**config.mk**
```make
export PLATFORM = sky130hd
export DESIGN_NAME = gpc_counter
export DESIGN_NICKNAME = d
export VERILOG_FILES = /design/src/logic/gpc_pkg.sv /design/src/logic/gpc_counter.sv
export VERILOG_INCLUDE_DIRS = /design/src /design/src/logic
export SDC_FILE = /design/constraint.sdc
export NUM_CORES = 1
export LEC_CHECK = 0
export BUFFER_PORTS_ARGS = -buffer_cell sky130_fd_sc_hd__buf_4
export CORE_ASPECT_RATIO = 0.6
export CORE_UTILIZATION = 35
export DETAILED_ROUTE_END_ITERATION = 7
export PLACE_DENSITY = 0.63
export SETUP_SLACK_MARGIN = 0.05
export SYNTH_ARGS = -nofsm -noshare
export SYNTH_HDL_FRONTEND = slang
export SYNTH_SLANG_ARGS = --single-unit
```
**constraint.sdc**
```tcl
create_clock -name i_mclk -period 4 [get_ports i_mclk]
set_input_delay 0 -clock i_mclk [delete_from_list [all_inputs] [get_ports i_mclk]]
set_output_delay 0 -clock i_mclk [all_outputs]
set_load 0.005 [all_outputs]
```
**src/logic/gpc_consts.svh**
```systemverilog
// gpc_consts.svh: widths, encodings and timing counts of the counter/pulse block
// assumes: included by bare name from the package and the design module
`ifndef GPC_CONSTS_SVH
`define GPC_CONSTS_SVH

`define GPC_CW             16
`define GPC_MODE_EVENT     2'h0
`define GPC_MODE_SINGLE    2'h1
`define GPC_MODE_TRAIN     2'h2
`define GPC_EDGE_RISE      1'h0
`define GPC_EDGE_FALL      1'h1
`define GPC_TB_INTERNAL    1'h0
`define GPC_TB_EXTERNAL    1'h1
`define GPC_GATE_NONE      3'h0
`define GPC_GATE_HIGH      3'h1
`define GPC_GATE_LOW       3'h2
`define GPC_GATE_START_R   3'h3
`define GPC_GATE_START_F   3'h4
`define GPC_GATE_RETRIG_R  3'h5
`define GPC_GATE_RETRIG_F  3'h6
`define GPC_POL_HIGH_PULSE 1'h0
`define GPC_MIN_PHASE      16'h0003
`define GPC_ONE_PHASE      16'h0001
`define GPC_CNT_MAX        16'hFFFF
`define GPC_MCLK_HZ        10000000
`define GPC_INT_TB_HZ      10000000
`define GPC_TB_DIV         (`GPC_MCLK_HZ / `GPC_INT_TB_HZ)

`endif

```
**src/logic/gpc_pkg.sv**
```systemverilog
// gpc_pkg.sv: types of the counter/pulse block
// assumes: gpc_consts.svh on the include path
`include "gpc_consts.svh"

package gpc_pkg;

   typedef struct packed {
      logic [1:0]  mode;       // event, single pulse, train
      logic        src_edge;   // 0 rising, 1 falling
      logic        tb_sel;     // 0 internal, 1 external
      logic [2:0]  gate_mode;  // 0..6
      logic        polarity;   // 0 high pulse, 1 low pulse
      logic        cascade;    // two counters as one 32-bit value
      logic [15:0] delay;      // phase 1 length in timebase cycles
      logic [15:0] width;      // phase 2 length in timebase cycles
      logic [15:0] npulses;    // train length, 0 runs forever
   } gpc_cfg_t;

   typedef enum logic [4:0] {
      GPC_S_IDLE  = 5'h01,
      GPC_S_ARM   = 5'h02,
      GPC_S_DELAY = 5'h04,
      GPC_S_PULSE = 5'h08,
      GPC_S_COUNT = 5'h10
   } gpc_state_t;

endpackage : gpc_pkg

```
**src/logic/gpc_counter.sv**
```systemverilog
// gpc_counter.sv: event counter, delayed pulse and pulse train generator
// assumes: pins are asynchronous to i_mclk; cfg and commands come from i_mclk logic
//
// Operation
// - event mode counts each active edge seen at the source input
// - source edge 0 counts rising edges, 1 counts falling edges
// - cascaded readout is upper counter times 10000 hex plus lower counter
// - start loads configuration and begins; stop halts the counters
// - single pulse: phase 1 for delay, phase 2 for width, back to phase 1
// - timebase select 0 uses the internal tick, 1 the external input
// - zero delay on internal timebase lasts three timebase cycles
// - zero width on internal timebase lasts three timebase cycles
// - gate mode 0 ignores the gate and runs at start
// - gate mode 1 advances while gate high, mode 2 while gate low
// - gate modes 3/4 start on first rising/falling gate edge; later gate edges ignored
// - gate modes 5/6 restart on every rising/falling gate edge
// - polarity 0: low then high; polarity 1: high then low
// - train mode repeats delay phase then pulse phase until stopped or the pulse count is reached
// - internal timebase runs at ten megahertz
// - train pulse count zero runs until stopped, else that many pulses
`timescale 1ns/1ns
`include "gpc_consts.svh"

module gpc_counter
   (
   input  wire logic             i_mclk,        // 10 MHz clock
   input  wire logic             i_rst,         // sync reset, high
   input  wire logic             i_ce,          // clock enable, freezes all state
   input  wire gpc_pkg::gpc_cfg_t i_cfg,        // configuration, taken at start
   input  wire logic             i_start,       // start/restart command
   input  wire logic             i_stop,        // stop command
   input  wire logic             i_src_pin,     // counter_source_in pin
   input  wire logic             i_gate_pin,    // counter_gate_in pin
   input  wire logic             i_ext_tb_pin,  // external timebase pin
   output logic                  o_counter_pulse_out, // counter_pulse_out pin
   output logic [31:0]           o_count,       // event count readout
   output logic                  o_running,     // block is active
   output logic                  o_done         // one-cycle finish pulse
   );
   import gpc_pkg::*;

   // elaboration-time refusal of a clock that is not the timebase rate
   if (`GPC_TB_DIV != 1)
   begin : g_tb_check
      $error("internal timebase must equal the clock rate");
   end

   ////////////////////////////////////////////////////////////////////////////
   // pin synchronisers, third stage for edges

   logic [2:0] src_sy_ff, gate_sy_ff, etb_sy_ff;
   logic [2:0] nxt_src_sy, nxt_gate_sy, nxt_etb_sy;

   always_comb
   begin
      nxt_src_sy  = {src_sy_ff[1:0], i_src_pin};
      nxt_gate_sy = {gate_sy_ff[1:0], i_gate_pin};
      nxt_etb_sy  = {etb_sy_ff[1:0], i_ext_tb_pin};
   end

   always_ff @(posedge i_mclk)
   begin
      if (i_rst)
      begin
         src_sy_ff  <= 3'h0;
         gate_sy_ff <= 3'h0;
         etb_sy_ff  <= 3'h0;
      end
      else if (i_ce)
      begin
         src_sy_ff  <= nxt_src_sy;
         gate_sy_ff <= nxt_gate_sy;
         etb_sy_ff  <= nxt_etb_sy;
      end
   end

   logic src_rise, src_fall, gate_lvl, gate_rise, gate_fall, etb_rise;
   assign src_rise  = src_sy_ff[1] & ~src_sy_ff[2];
   assign src_fall  = ~src_sy_ff[1] & src_sy_ff[2];
   assign gate_lvl  = gate_sy_ff[1];
   assign gate_rise = gate_sy_ff[1] & ~gate_sy_ff[2];
   assign gate_fall = ~gate_sy_ff[1] & gate_sy_ff[2];
   assign etb_rise  = etb_sy_ff[1] & ~etb_sy_ff[2];

   ////////////////////////////////////////////////////////////////////////////
   // decoded controls

   gpc_cfg_t   cfg_ff;
   gpc_state_t st_ff;
   logic [15:0] lo_ff, hi_ff, ph_ff, np_ff;

   logic tb_tick, gate_ok, gate_edge, src_edge, retrig, start_gated;
   logic [15:0] dlen, wlen;

   // internal tick every clock at 10 MHz, external on its rising edge
   assign tb_tick = (cfg_ff.tb_sel == `GPC_TB_EXTERNAL) ? etb_rise : 1'b1;
   assign gate_ok = (cfg_ff.gate_mode == `GPC_GATE_HIGH) ? gate_lvl :
                    (cfg_ff.gate_mode == `GPC_GATE_LOW)  ? ~gate_lvl : 1'b1;
   assign gate_edge = (cfg_ff.gate_mode == `GPC_GATE_START_R ||
                       cfg_ff.gate_mode == `GPC_GATE_RETRIG_R) ? gate_rise :
                      (cfg_ff.gate_mode == `GPC_GATE_START_F ||
                       cfg_ff.gate_mode == `GPC_GATE_RETRIG_F) ? gate_fall : 1'b0;
   assign retrig = gate_edge & ((cfg_ff.gate_mode == `GPC_GATE_RETRIG_R) ||
                                (cfg_ff.gate_mode == `GPC_GATE_RETRIG_F));
   assign start_gated = (i_cfg.gate_mode == `GPC_GATE_START_R) ||
                        (i_cfg.gate_mode == `GPC_GATE_START_F) ||
                        (i_cfg.gate_mode == `GPC_GATE_RETRIG_R) ||
                        (i_cfg.gate_mode == `GPC_GATE_RETRIG_F);
   assign src_edge = (cfg_ff.src_edge == `GPC_EDGE_FALL) ? src_fall : src_rise;

   // zero length phase: three cycles internal, one cycle external
   assign dlen = (cfg_ff.delay != 16'h0000) ? cfg_ff.delay :
                 (cfg_ff.tb_sel == `GPC_TB_INTERNAL) ? `GPC_MIN_PHASE : `GPC_ONE_PHASE;
   assign wlen = (cfg_ff.width != 16'h0000) ? cfg_ff.width :
                 (cfg_ff.tb_sel == `GPC_TB_INTERNAL) ? `GPC_MIN_PHASE : `GPC_ONE_PHASE;

   ////////////////////////////////////////////////////////////////////////////
   // sequencer and counters

   gpc_cfg_t    nxt_cfg;
   gpc_state_t  nxt_st;
   logic [15:0] nxt_lo, nxt_hi, nxt_ph, nxt_np;
   logic        nxt_out, nxt_done, inc_lo, ph_end;
   logic [31:0] nxt_count;

   assign inc_lo = (st_ff == GPC_S_COUNT) & src_edge & gate_ok;
   assign ph_end = tb_tick & gate_ok &
                   (ph_ff == (((st_ff == GPC_S_PULSE) ? wlen : dlen) - `GPC_ONE_PHASE));

   always_comb
   begin
      nxt_cfg  = cfg_ff;
      nxt_st   = st_ff;
      nxt_lo   = lo_ff;
      nxt_hi   = hi_ff;
      nxt_ph   = ph_ff;
      nxt_np   = np_ff;
      nxt_done = 1'b0;
      if (i_stop)
         nxt_st = GPC_S_IDLE;
      else if (i_start)
      begin
         nxt_cfg = i_cfg;
         nxt_lo  = 16'h0000;
         nxt_hi  = 16'h0000;
         nxt_ph  = 16'h0000;
         nxt_np  = 16'h0000;
         if (start_gated)
            nxt_st = GPC_S_ARM;
         else if (i_cfg.mode == `GPC_MODE_EVENT)
            nxt_st = GPC_S_COUNT;
         else
            nxt_st = GPC_S_DELAY;
      end
      else
      begin
         case (st_ff)
            GPC_S_IDLE:
               nxt_st = GPC_S_IDLE;
            GPC_S_ARM:
               if (gate_edge)
                  nxt_st = (cfg_ff.mode == `GPC_MODE_EVENT) ? GPC_S_COUNT : GPC_S_DELAY;
            GPC_S_COUNT:
               if (retrig)
               begin
                  nxt_lo = 16'h0000;
                  nxt_hi = 16'h0000;
               end
               else if (inc_lo)
               begin
                  nxt_lo = lo_ff + `GPC_ONE_PHASE;
                  if (cfg_ff.cascade && lo_ff == `GPC_CNT_MAX)
                     nxt_hi = hi_ff + `GPC_ONE_PHASE;
               end
            GPC_S_DELAY:
               if (retrig)
                  nxt_ph = 16'h0000;
               else if (ph_end)
               begin
                  nxt_ph = 16'h0000;
                  nxt_st = GPC_S_PULSE;
               end
               else if (tb_tick && gate_ok)
                  nxt_ph = ph_ff + `GPC_ONE_PHASE;
            GPC_S_PULSE:
               if (retrig)
               begin
                  nxt_ph = 16'h0000;
                  nxt_st = GPC_S_DELAY;
               end
               else if (ph_end)
               begin
                  nxt_ph = 16'h0000;
                  nxt_np = np_ff + `GPC_ONE_PHASE;
                  if (cfg_ff.mode == `GPC_MODE_TRAIN &&
                      (cfg_ff.npulses == 16'h0000 ||
                       np_ff + `GPC_ONE_PHASE != cfg_ff.npulses))
                     nxt_st = GPC_S_DELAY;
                  else if (cfg_ff.gate_mode == `GPC_GATE_RETRIG_R ||
                           cfg_ff.gate_mode == `GPC_GATE_RETRIG_F)
                     nxt_st = GPC_S_ARM;
                  else
                  begin
                     nxt_st   = GPC_S_IDLE;
                     nxt_done = 1'b1;
                  end
               end
               else if (tb_tick && gate_ok)
                  nxt_ph = ph_ff + `GPC_ONE_PHASE;
            default:
               nxt_st = GPC_S_IDLE;
         endcase
      end
      nxt_out   = nxt_cfg.polarity ^ (nxt_st == GPC_S_PULSE);
      nxt_count = nxt_cfg.cascade ? {nxt_hi, nxt_lo} : {16'h0000, nxt_lo};
   end

   always_ff @(posedge i_mclk)
   begin
      if (i_rst)
      begin
         cfg_ff              <= '0;
         st_ff               <= GPC_S_IDLE;
         lo_ff               <= 16'h0000;
         hi_ff               <= 16'h0000;
         ph_ff               <= 16'h0000;
         np_ff               <= 16'h0000;
         o_counter_pulse_out <= `GPC_POL_HIGH_PULSE;
         o_count             <= 32'h0000_0000;
         o_running           <= 1'b0;
         o_done              <= 1'b0;
      end
      else if (i_ce)
      begin
         cfg_ff              <= nxt_cfg;
         st_ff               <= nxt_st;
         lo_ff               <= nxt_lo;
         hi_ff               <= nxt_hi;
         ph_ff               <= nxt_ph;
         np_ff               <= nxt_np;
         o_counter_pulse_out <= nxt_out;
         o_count             <= nxt_count;
         o_running           <= (nxt_st != GPC_S_IDLE);
         o_done              <= nxt_done;
      end
   end

   ////////////////////////////////////////////////////////////////////////////
   // checks

   property p_count_edge;
      @(posedge i_mclk) disable iff (i_rst)
      (i_ce && !i_start && !i_stop && inc_lo && !retrig) |=>
         (lo_ff == $past(lo_ff) + 16'h0001);
   endproperty
   a_count_edge: assert property (p_count_edge)
      else $error("counter missed an active source edge");

   property p_wrong_edge;
      @(posedge i_mclk) disable iff (i_rst)
      (i_ce && !i_start && st_ff == GPC_S_COUNT && cfg_ff.src_edge == 1'b0 &&
       !src_rise && !retrig) |=> $stable(lo_ff);
   endproperty
   a_wrong_edge: assert property (p_wrong_edge)
      else $error("counter moved without a rising source edge");

   property p_carry;
      @(posedge i_mclk) disable iff (i_rst)
      (i_ce && !i_start && !i_stop && inc_lo && !retrig && cfg_ff.cascade &&
       lo_ff == 16'hFFFF) |=> (lo_ff == 16'h0000 && hi_ff == $past(hi_ff) + 16'h0001);
   endproperty
   a_carry: assert property (p_carry)
      else $error("lower counter carry did not reach upper counter");

   property p_readout;
      @(posedge i_mclk) disable iff (i_rst)
      (cfg_ff.cascade && st_ff == GPC_S_COUNT) |->
         (o_count == {hi_ff, 16'h0000} + {16'h0000, lo_ff});
   endproperty
   a_readout: assert property (p_readout)
      else $error("cascaded readout wrong");

   property p_stop;
      @(posedge i_mclk) disable iff (i_rst)
      (i_ce && i_stop) |=> (st_ff == GPC_S_IDLE && !o_running);
   endproperty
   a_stop: assert property (p_stop)
      else $error("stop did not halt the counter");

   property p_min_delay;
      @(posedge i_mclk) disable iff (i_rst)
      (st_ff == GPC_S_PULSE && $past(st_ff) == GPC_S_DELAY &&
       cfg_ff.tb_sel == 1'b0 && cfg_ff.delay == 16'h0000) |-> ($past(ph_ff) == 16'h0002);
   endproperty
   a_min_delay: assert property (p_min_delay)
      else $error("zero delay did not last three cycles");

   property p_min_width;
      @(posedge i_mclk) disable iff (i_rst)
      ($past(st_ff) == GPC_S_PULSE && st_ff != GPC_S_PULSE && $past(ph_end) &&
       cfg_ff.tb_sel == 1'b0 && cfg_ff.width == 16'h0000) |-> ($past(ph_ff) == 16'h0002);
   endproperty
   a_min_width: assert property (p_min_width)
      else $error("zero width did not last three cycles");

   property p_gate_hold;
      @(posedge i_mclk) disable iff (i_rst)
      (i_ce && !i_start && st_ff == GPC_S_DELAY &&
       cfg_ff.gate_mode == 3'h1 && !gate_lvl) |=> $stable(ph_ff);
   endproperty
   a_gate_hold: assert property (p_gate_hold)
      else $error("delay advanced while gate low");

   property p_arm_wait;
      @(posedge i_mclk) disable iff (i_rst)
      (i_ce && !i_start && !i_stop && st_ff == GPC_S_ARM && !gate_edge) |=>
         (st_ff == GPC_S_ARM);
   endproperty
   a_arm_wait: assert property (p_arm_wait)
      else $error("left arm state without a gate edge");

   property p_level;
      @(posedge i_mclk) disable iff (i_rst)
      (o_running) |-> (o_counter_pulse_out == (cfg_ff.polarity ^ (st_ff == GPC_S_PULSE)));
   endproperty
   a_level: assert property (p_level)
      else $error("output level does not match phase and polarity");

   property p_train;
      @(posedge i_mclk) disable iff (i_rst)
      (i_ce && !i_start && !i_stop && st_ff == GPC_S_PULSE && ph_end && !retrig &&
       cfg_ff.mode == 2'h2 && cfg_ff.npulses == 16'h0000) |=>
         (st_ff == GPC_S_DELAY ##0 !o_counter_pulse_out == !cfg_ff.polarity);
   endproperty
   a_train: assert property (p_train)
      else $error("continuous train did not repeat");

endmodule : gpc_counter

```
# Yosys cells after proc, flatten, opt, wreduce, memory -nomap -nowiden
# Index checks and enable logic that the tools add are counted.
totals:
  reg_bits: 170
  wordCells: 140
classes:
  mux: 53
  addsub: 5
  reduce_logical: 23
  eq_ne: 21
  bitwise_logic: 17
ops:
  columns: ["op", "n"]
  rows:
  - ["16-bit two-way mux", 23]
  - ["50-bit two-way mux", 2]
  - ["16-bit by 1-bit adder with 16-bit output (second input constant)", 4]
  - ["5-bit two-way mux", 10]
  - ["32-bit two-way mux", 1]
  - ["16-bit nonzero test", 2]
  - ["5-bit one-hot mux with 4 select lines", 1]
  - ["3-bit == test (second input constant)", 6]
  - ["16-bit == test", 1]
  - ["16-bit == test (second input constant)", 1]
  - ["16-bit zero test", 1]
  - ["16-bit != test", 1]
  - ["16-bit by 1-bit subtractor with 16-bit output (second input constant)", 1]
  - ["1-bit two-way mux", 13]
  - ["1-bit AND", 10]
  - ["5-bit by 4-bit == test with 1-bit output (second input constant)", 2]
  - ["3-bit by 2-bit == test with 1-bit output (second input constant)", 3]
  - ["1-bit logical OR", 7]
  - ["1-bit NOT", 6]
  - ["2-bit nonzero test", 3]
  - ["5-bit by 2-bit == test with 1-bit output (second input constant)", 1]
  - ["5-bit by 3-bit == test with 1-bit output (second input constant)", 1]
  - ["5-bit == test (second input constant)", 1]
  - ["5-bit by 1-bit != test with 1-bit output (second input constant)", 1]
  - ["13 further kinds", 17]

# Depth between registers and ports, before layout
depth:
  depth_word: 13
  mapped_depth: 18

# Worst setup path after synthesis
# No wires, ideal clock.
synth_timing:
  kind: "reg2reg"
  from: "reg st_ff[4]"
  to: "reg np_ff[10]"
  arrival_ps: 3811
  setup_slack_ps: 57
  synth_period_minus_slack_ps: 3943
  path_stages_with_launch: 17
  path_cell_list: "dfxtp_1 > or4_4 > or3_4 > or4_4 > nand4_4 > inv_1 > ha_1 > clkbuf_1 > xnor2_1 > xnor2_1 > nor3_1 > o21ai_0 > nor4_1 > nand4b_1 > o41a_1 > o21ai_1 > a21oi_1"
synth_between:
  elab_chain_len: 7
  word_cells_on_any_way: 8
  cone_classes: "add/sub: 1; eq/ne: 2; mux: 1; bitwise: 1; reduce/logical: 3"
synth_lines:
  columns: ["element", "line", "rtl"]
  rows:
  - ["start, declared", "gpc_counter.sv:89", "gpc_state_t st_ff;"]
  - ["start signal, assigned", "gpc_counter.sv:236", "st_ff <= nxt_st;"]
  - ["5-bit by 4-bit == test with 1-bit output *", "gpc_counter.sv:128, gpc_counter.sv:157", null]
  - ["16-bit two-way mux", "gpc_counter.sv:128", "(ph_ff == (((st_ff == GPC_S_PULSE) ? wlen : dlen) - `GPC_ONE_PHASE));"]
  - ["16-bit by 1-bit subtractor with 16-bit output (no line)", null, null]
  - ["16-bit == test", "gpc_counter.sv:128", null]
  - ["1-bit AND", "gpc_counter.sv:127", "assign ph_end = tb_tick & gate_ok &"]
  - ["2-bit nonzero test (no line)", null, null]
  - ["5-bit AND reduction (no line) *", null, null]
  - ["end signal, assigned", "gpc_counter.sv:240", "np_ff <= nxt_np;"]
  - ["end, declared", "gpc_counter.sv:90", "logic [15:0] lo_ff, hi_ff, ph_ff, np_ff;"]
# Mark *: on every way between the ends. The rest lies on a longest branch, timed or not.
# A chain may end at the register's enable or synchronous reset.

# Worst setup path after layout
layout_timing:
  from: "reg st_ff[4]"
  to: "reg o_counter_pulse_out"
layout_between:
  elab_chain_len: 12
  word_cells_on_any_way: 18
  cone_classes: "add/sub: 1; eq/ne: 6; mux: 9; bitwise: 2"
layout_lines:
  columns: ["element", "line", "rtl"]
  rows:
  - ["5-bit by 4-bit == test with 1-bit output", "gpc_counter.sv:128, gpc_counter.sv:157", null]
  - ["16-bit two-way mux", "gpc_counter.sv:128", null]
  - ["16-bit by 1-bit subtractor with 16-bit output (no line)", null, null]
  - ["16-bit == test", "gpc_counter.sv:128", null]
  - ["1-bit AND", "gpc_counter.sv:127", null]
  - ["5-bit two-way mux, on equally long branches", "gpc_counter.sv:191, gpc_counter.sv:178", null]
  - ["5-bit two-way mux, on equally long branches", "gpc_counter.sv:186, gpc_counter.sv:176", null]
  - ["5-bit one-hot mux with 4 select lines *", "gpc_counter.sv:157", "case (st_ff)"]
  - ["5-bit two-way mux *", "gpc_counter.sv:141", "else if (i_start)"]
  - ["5-bit two-way mux *", "gpc_counter.sv:139", "if (i_stop)"]
  - ["5-bit by 4-bit == test with 1-bit output *", "gpc_counter.sv:214", "nxt_out = nxt_cfg.polarity ^ (nxt_st == GPC_S_PULSE);"]
  - ["1-bit bitwise XOR *", "gpc_counter.sv:214", null]
  - ["end signal, assigned", "gpc_counter.sv:228", "o_counter_pulse_out <= `GPC_POL_HIGH_PULSE;"]
  - ["end signal, assigned", "gpc_counter.sv:241", "o_counter_pulse_out <= nxt_out;"]
  - ["end, declared", "gpc_counter.sv:35", "output logic o_counter_pulse_out,"]
# Marked as above.

==> impl_metrics.csv <==
group,metric,value,unit
outcome,status,"finished clean",
floorplan,io_pins,100,
floorplan,die_x,200,um
setup_path,worstPathMaxFanout,6,
yosys,yosys.cell_count.top_type,"nand2_1",
yosys,yosysWarnings,0,
worst_hold_path,hold_depth,3,
setup_path,arrival,4180,ps
worst_hold_path,hp-start,"i_cfg[49]",
global_routing,antenna_found_initial,0,
job,cap_violations,0,
power,leakagePower,0.00408,uW
placed_design,place_area,9550,um2
timing,setup_viol,0,
cells_and_area,nFillCells,2337,
setup_path,crit_type,"reg -> reg",
clocking,cts_tree,"built",
cells_and_area,multi_input_area,5020,um2
timing,fin_ws,176,ps
cells_and_area,nNetsFinal,1326,
yosys,synthSimpleGateAreaFrac,29.9,%
global_routing,grt_pass1_vias,7692,
global_routing,grt_pass1_wl,41900,um
route,route.detailed.drc,0,
placed_design,dp_slack,12.1,ps
timing,slew_viol_final,0,
route,vias,8415,
timing,final.setup.tns,0,ps
global_routing,grt_overflow,0,
setup_path,crit_path_start_kind,"flop",
route,drt-total-wl,26300,um
yosys,synthXorXnorAreaFrac,7.52,%
setup_path,rr_endpoint,"o_counter_pulse_out$_SDFFE_PP0P_",
floorplan,dieHeight,121,um
clocking,htree_num_levels,4,
yosys,synth.area.top_cells,"dfxtp_1 (37%), nand2_1 (8.3%), a21oi_1 (7.5%)",
timing,min_period_over_period,95.6,%
yosys,synth_edf_count,0,
placed_design,hpwl,18800,um
setup_path,regToRegSetupSlack,180,ps
timing,grt_setup_unrepaired,"false",
setup_path,cp.required,4360,ps
yosys,synth_fa_ha_area_share,0.757,%
floorplan,placementRows,43,
worst_hold_path,min_to,"cfg_ff[49]$_SDFFE_PP0P_",
setup_path,r2r-start,"st_ff[4]$_SDFFE_PP0P_",
clocking,cts-buffers-inserted,17,
setup_path,worstRegToRegCells,16,
cells_and_area,seqCellArea,3080,um2
route,first_pass_iters,5,
timing,max_slew_margin,22.0,%
timing,finalHoldViolCount,0,
yosys,syn-num-nets,1157,
clocking,cts-root-buf,"clkbuf_16",
clocking,clkSinkCount,154,
yosys,yosysTopAreaCell,"dfxtp_1",
setup_path,worstSetupEndpointType,"flop",
yosys,ys_seq_area_share,37.3,%
global_routing,grt_max_degree,62,
cells_and_area,diodes,0,
yosys,syn_inst,1087,
timing,finalClockSkew,10.6,ps
setup_path,crit_slowest_cell,"or4b_4",
yosys,syn_area,8270,um2
yosys,synth-main-ff-cell,"dfxtp_1",
placed_design,io_buffers,99,
yosys,synthDistinctLibCells,63,
route,ant_nets,0,
cells_and_area,design_area,10800,um2
setup_path,max_stage_delay,570,ps
yosys,synth_top_family_by_area,"simple AND/OR/NAND/NOR gates",
yosys,synth_seq_cells,154,
floorplan,coreArea,23100,um2
yosys,synth.top_cell.area_share,37.3,%
floorplan,initial_core_util,35.7,%
cells_and_area,synthToLayoutAreaGrowth,31.1,%
floorplan,die-area,24300,um2
setup_path,crit_chain,"or4_4 -> or3_4 -> or4_4 -> nand4_4 -> inv_2 -> ha_4 -> buf_4 -> a21o_1 -> a21o_1 -> a31oi_2 -> nor3_1 -> and4_4 -> buf_6 -> mux2i_2 -> or4b_4 -> o311ai_4",
cells_and_area,drive_above_1_share,17.4,%
yosys,synth_compound_area_share,17.7,%
placed_design,globalplace.congestion,0.962,
yosys,avgSynthCellArea,7.60,um2
global_routing,grt_util_all_layers,22.1,%
route,avgViaCountPerCell,5.31,
timing,worstMarginPinSlew,1170,ps
worst_hold_path,hp-class,"in -> reg",
timing,fmax,261,MHz
power,power_density,341,nW/um2
route,drt_iter0_markers,674,
route,post_drt_wl_per_cell,16.6,um
clocking,clk_latency,440,ps
yosys,synth.area.mux_share,3.57,%
timing,fin_crit,3820,ps
clocking,clkTransAtPathRegs,70,ps
yosys,ys_async_sr_fraction,0,%
clocking,cts_max_path_buffers,2,
power,irDropWorstVdd,0.000255,V
yosys,synthTopCellsByCount,"nand2_1 (183), dfxtp_1 (154), a21oi_1 (124)",
clocking,post_cts.repair.setup_buffers,0,
## routing by layer
metal / wire length, um / vias to the layer above / GRT usage [%]
li1: - / 4201 / -
met1: 14400 / 3938 / 35.3
met2: 9980 / 254 / 28.8
met3: 1720 / 22 / 4.83
met4: 221 / 0 / 5.10
met5: 0 / - / 0
## critical path, delay by kind of cell (launching register included)
| kind | cells | cell delay (ps) |
|---|---|---|
| and+or+nand+nor | 7 | 2230 |
| AOI/OAI and AO/OA | 4 | 560 |
| DFF | 1 | 320 |
| buffers and inverters | 3 | 320 |
| adders and majority gates | 1 | 160 |
| muxes | 1 | 150 |
## metrics by stage
step | total power (uW) | utilization (%) | hold slack, ps | std cells
finish | 3700 | 46.9 | 13.8 | 1584
global route | 3830 | 46.9 | 22.1 | 1584
CTS | 3690 | 46.5 | 7.77 | 1584
detailed placement | 2030 | 41.3 | 241 | 1493
global placement | 2020 | 41.3 | 234 | 1493
floorplan | 1860 | - | 136 | 1087
## flip-flops by register name, summed over array words and instances, names as in the netlist
name                 flops
cfg_ff                  57
etb_sy_ff                3
gate_sy_ff               3
hi_ff                   16
np_ff                   16
o_count                 32
o_counter_pulse_out      1
o_done                   1
o_running                1
ph_ff                   16
src_sy_ff                3
st_ff                    5
## kinds of logic after synthesis
logic type	Yosys count
AOI/OAI and AO/OA	248
xor gates and xnor gates	71
adders and majority gates	5
buffers and inverters	70
DFF	154
muxes	29
and+or+nand+nor	510
## where the power goes
part	internal, uW	leakage (uW)	total, uW	switching, uW
Combinational	225	0.00255	486	261
Clock	905	0.000277	1620	719
Sequential	1560	0.00125	1580	26.3
## area by class of cell
type	instances	share of cell area [%]
multi-input cells	863	46.3
flip-flops and latches	154	28.5
clock inverters	13	1.25
repair buffers	205	15.6
inverters	15	0.519
clock buffers	19	4.18
well taps	315	3.64
## how the worst max path moves through the flow
stage	start	endpoint	slack [ps]	depth (start not counted)
floorplan	st_ff[4]$_SDFFE_PP0P_	np_ff[10]$_SDFFE_PP0P_	60	16
global placement	st_ff[4]$_SDFFE_PP0P_	np_ff[10]$_SDFFE_PP0P_	80	16
detailed placement	st_ff[4]$_SDFFE_PP0P_	np_ff[14]$_SDFFE_PP0P_	10	16
CTS	st_ff[4]$_SDFFE_PP0P_	o_counter_pulse_out$_SDFFE_PP0P_	60	16
global route	st_ff[4]$_SDFFE_PP0P_	o_counter_pulse_out$_SDFFE_PP0P_	50	16
finish	st_ff[4]$_SDFFE_PP0P_	o_counter_pulse_out$_SDFFE_PP0P_	180	16
## placed cells by master, fill, tap and decap left out, types with 7 or more instances in the layout
cell type / n
a21oi_1: 124
and2_1: 7
dlygate4sd3_1: 59
o311ai_1: 9
dfxtp_1: 153
and3_1: 13
xnor2_1: 45
nand4_1: 19
nand3_1: 30
xor2_1: 25
o21ai_0: 43
nor4_1: 13
clkbuf_16: 17
nor2b_1: 14
nor2_1: 117
nand2_1: 181
or3_1: 21
or2_2: 10
inv_1: 14
buf_4: 144
or4_1: 9
a22oi_1: 7
o31ai_1: 19
mux2i_1: 24
nor3_1: 36
## timing repair
item	in CTS	in global routing
setup endpoints to repair	12	37
pin swaps	4	8
endpoints found under the hold margin	59	0
gates resized for setup	6	19
hold buffers	59	0
No activity file was read; power rests on OpenSTA's default activity.
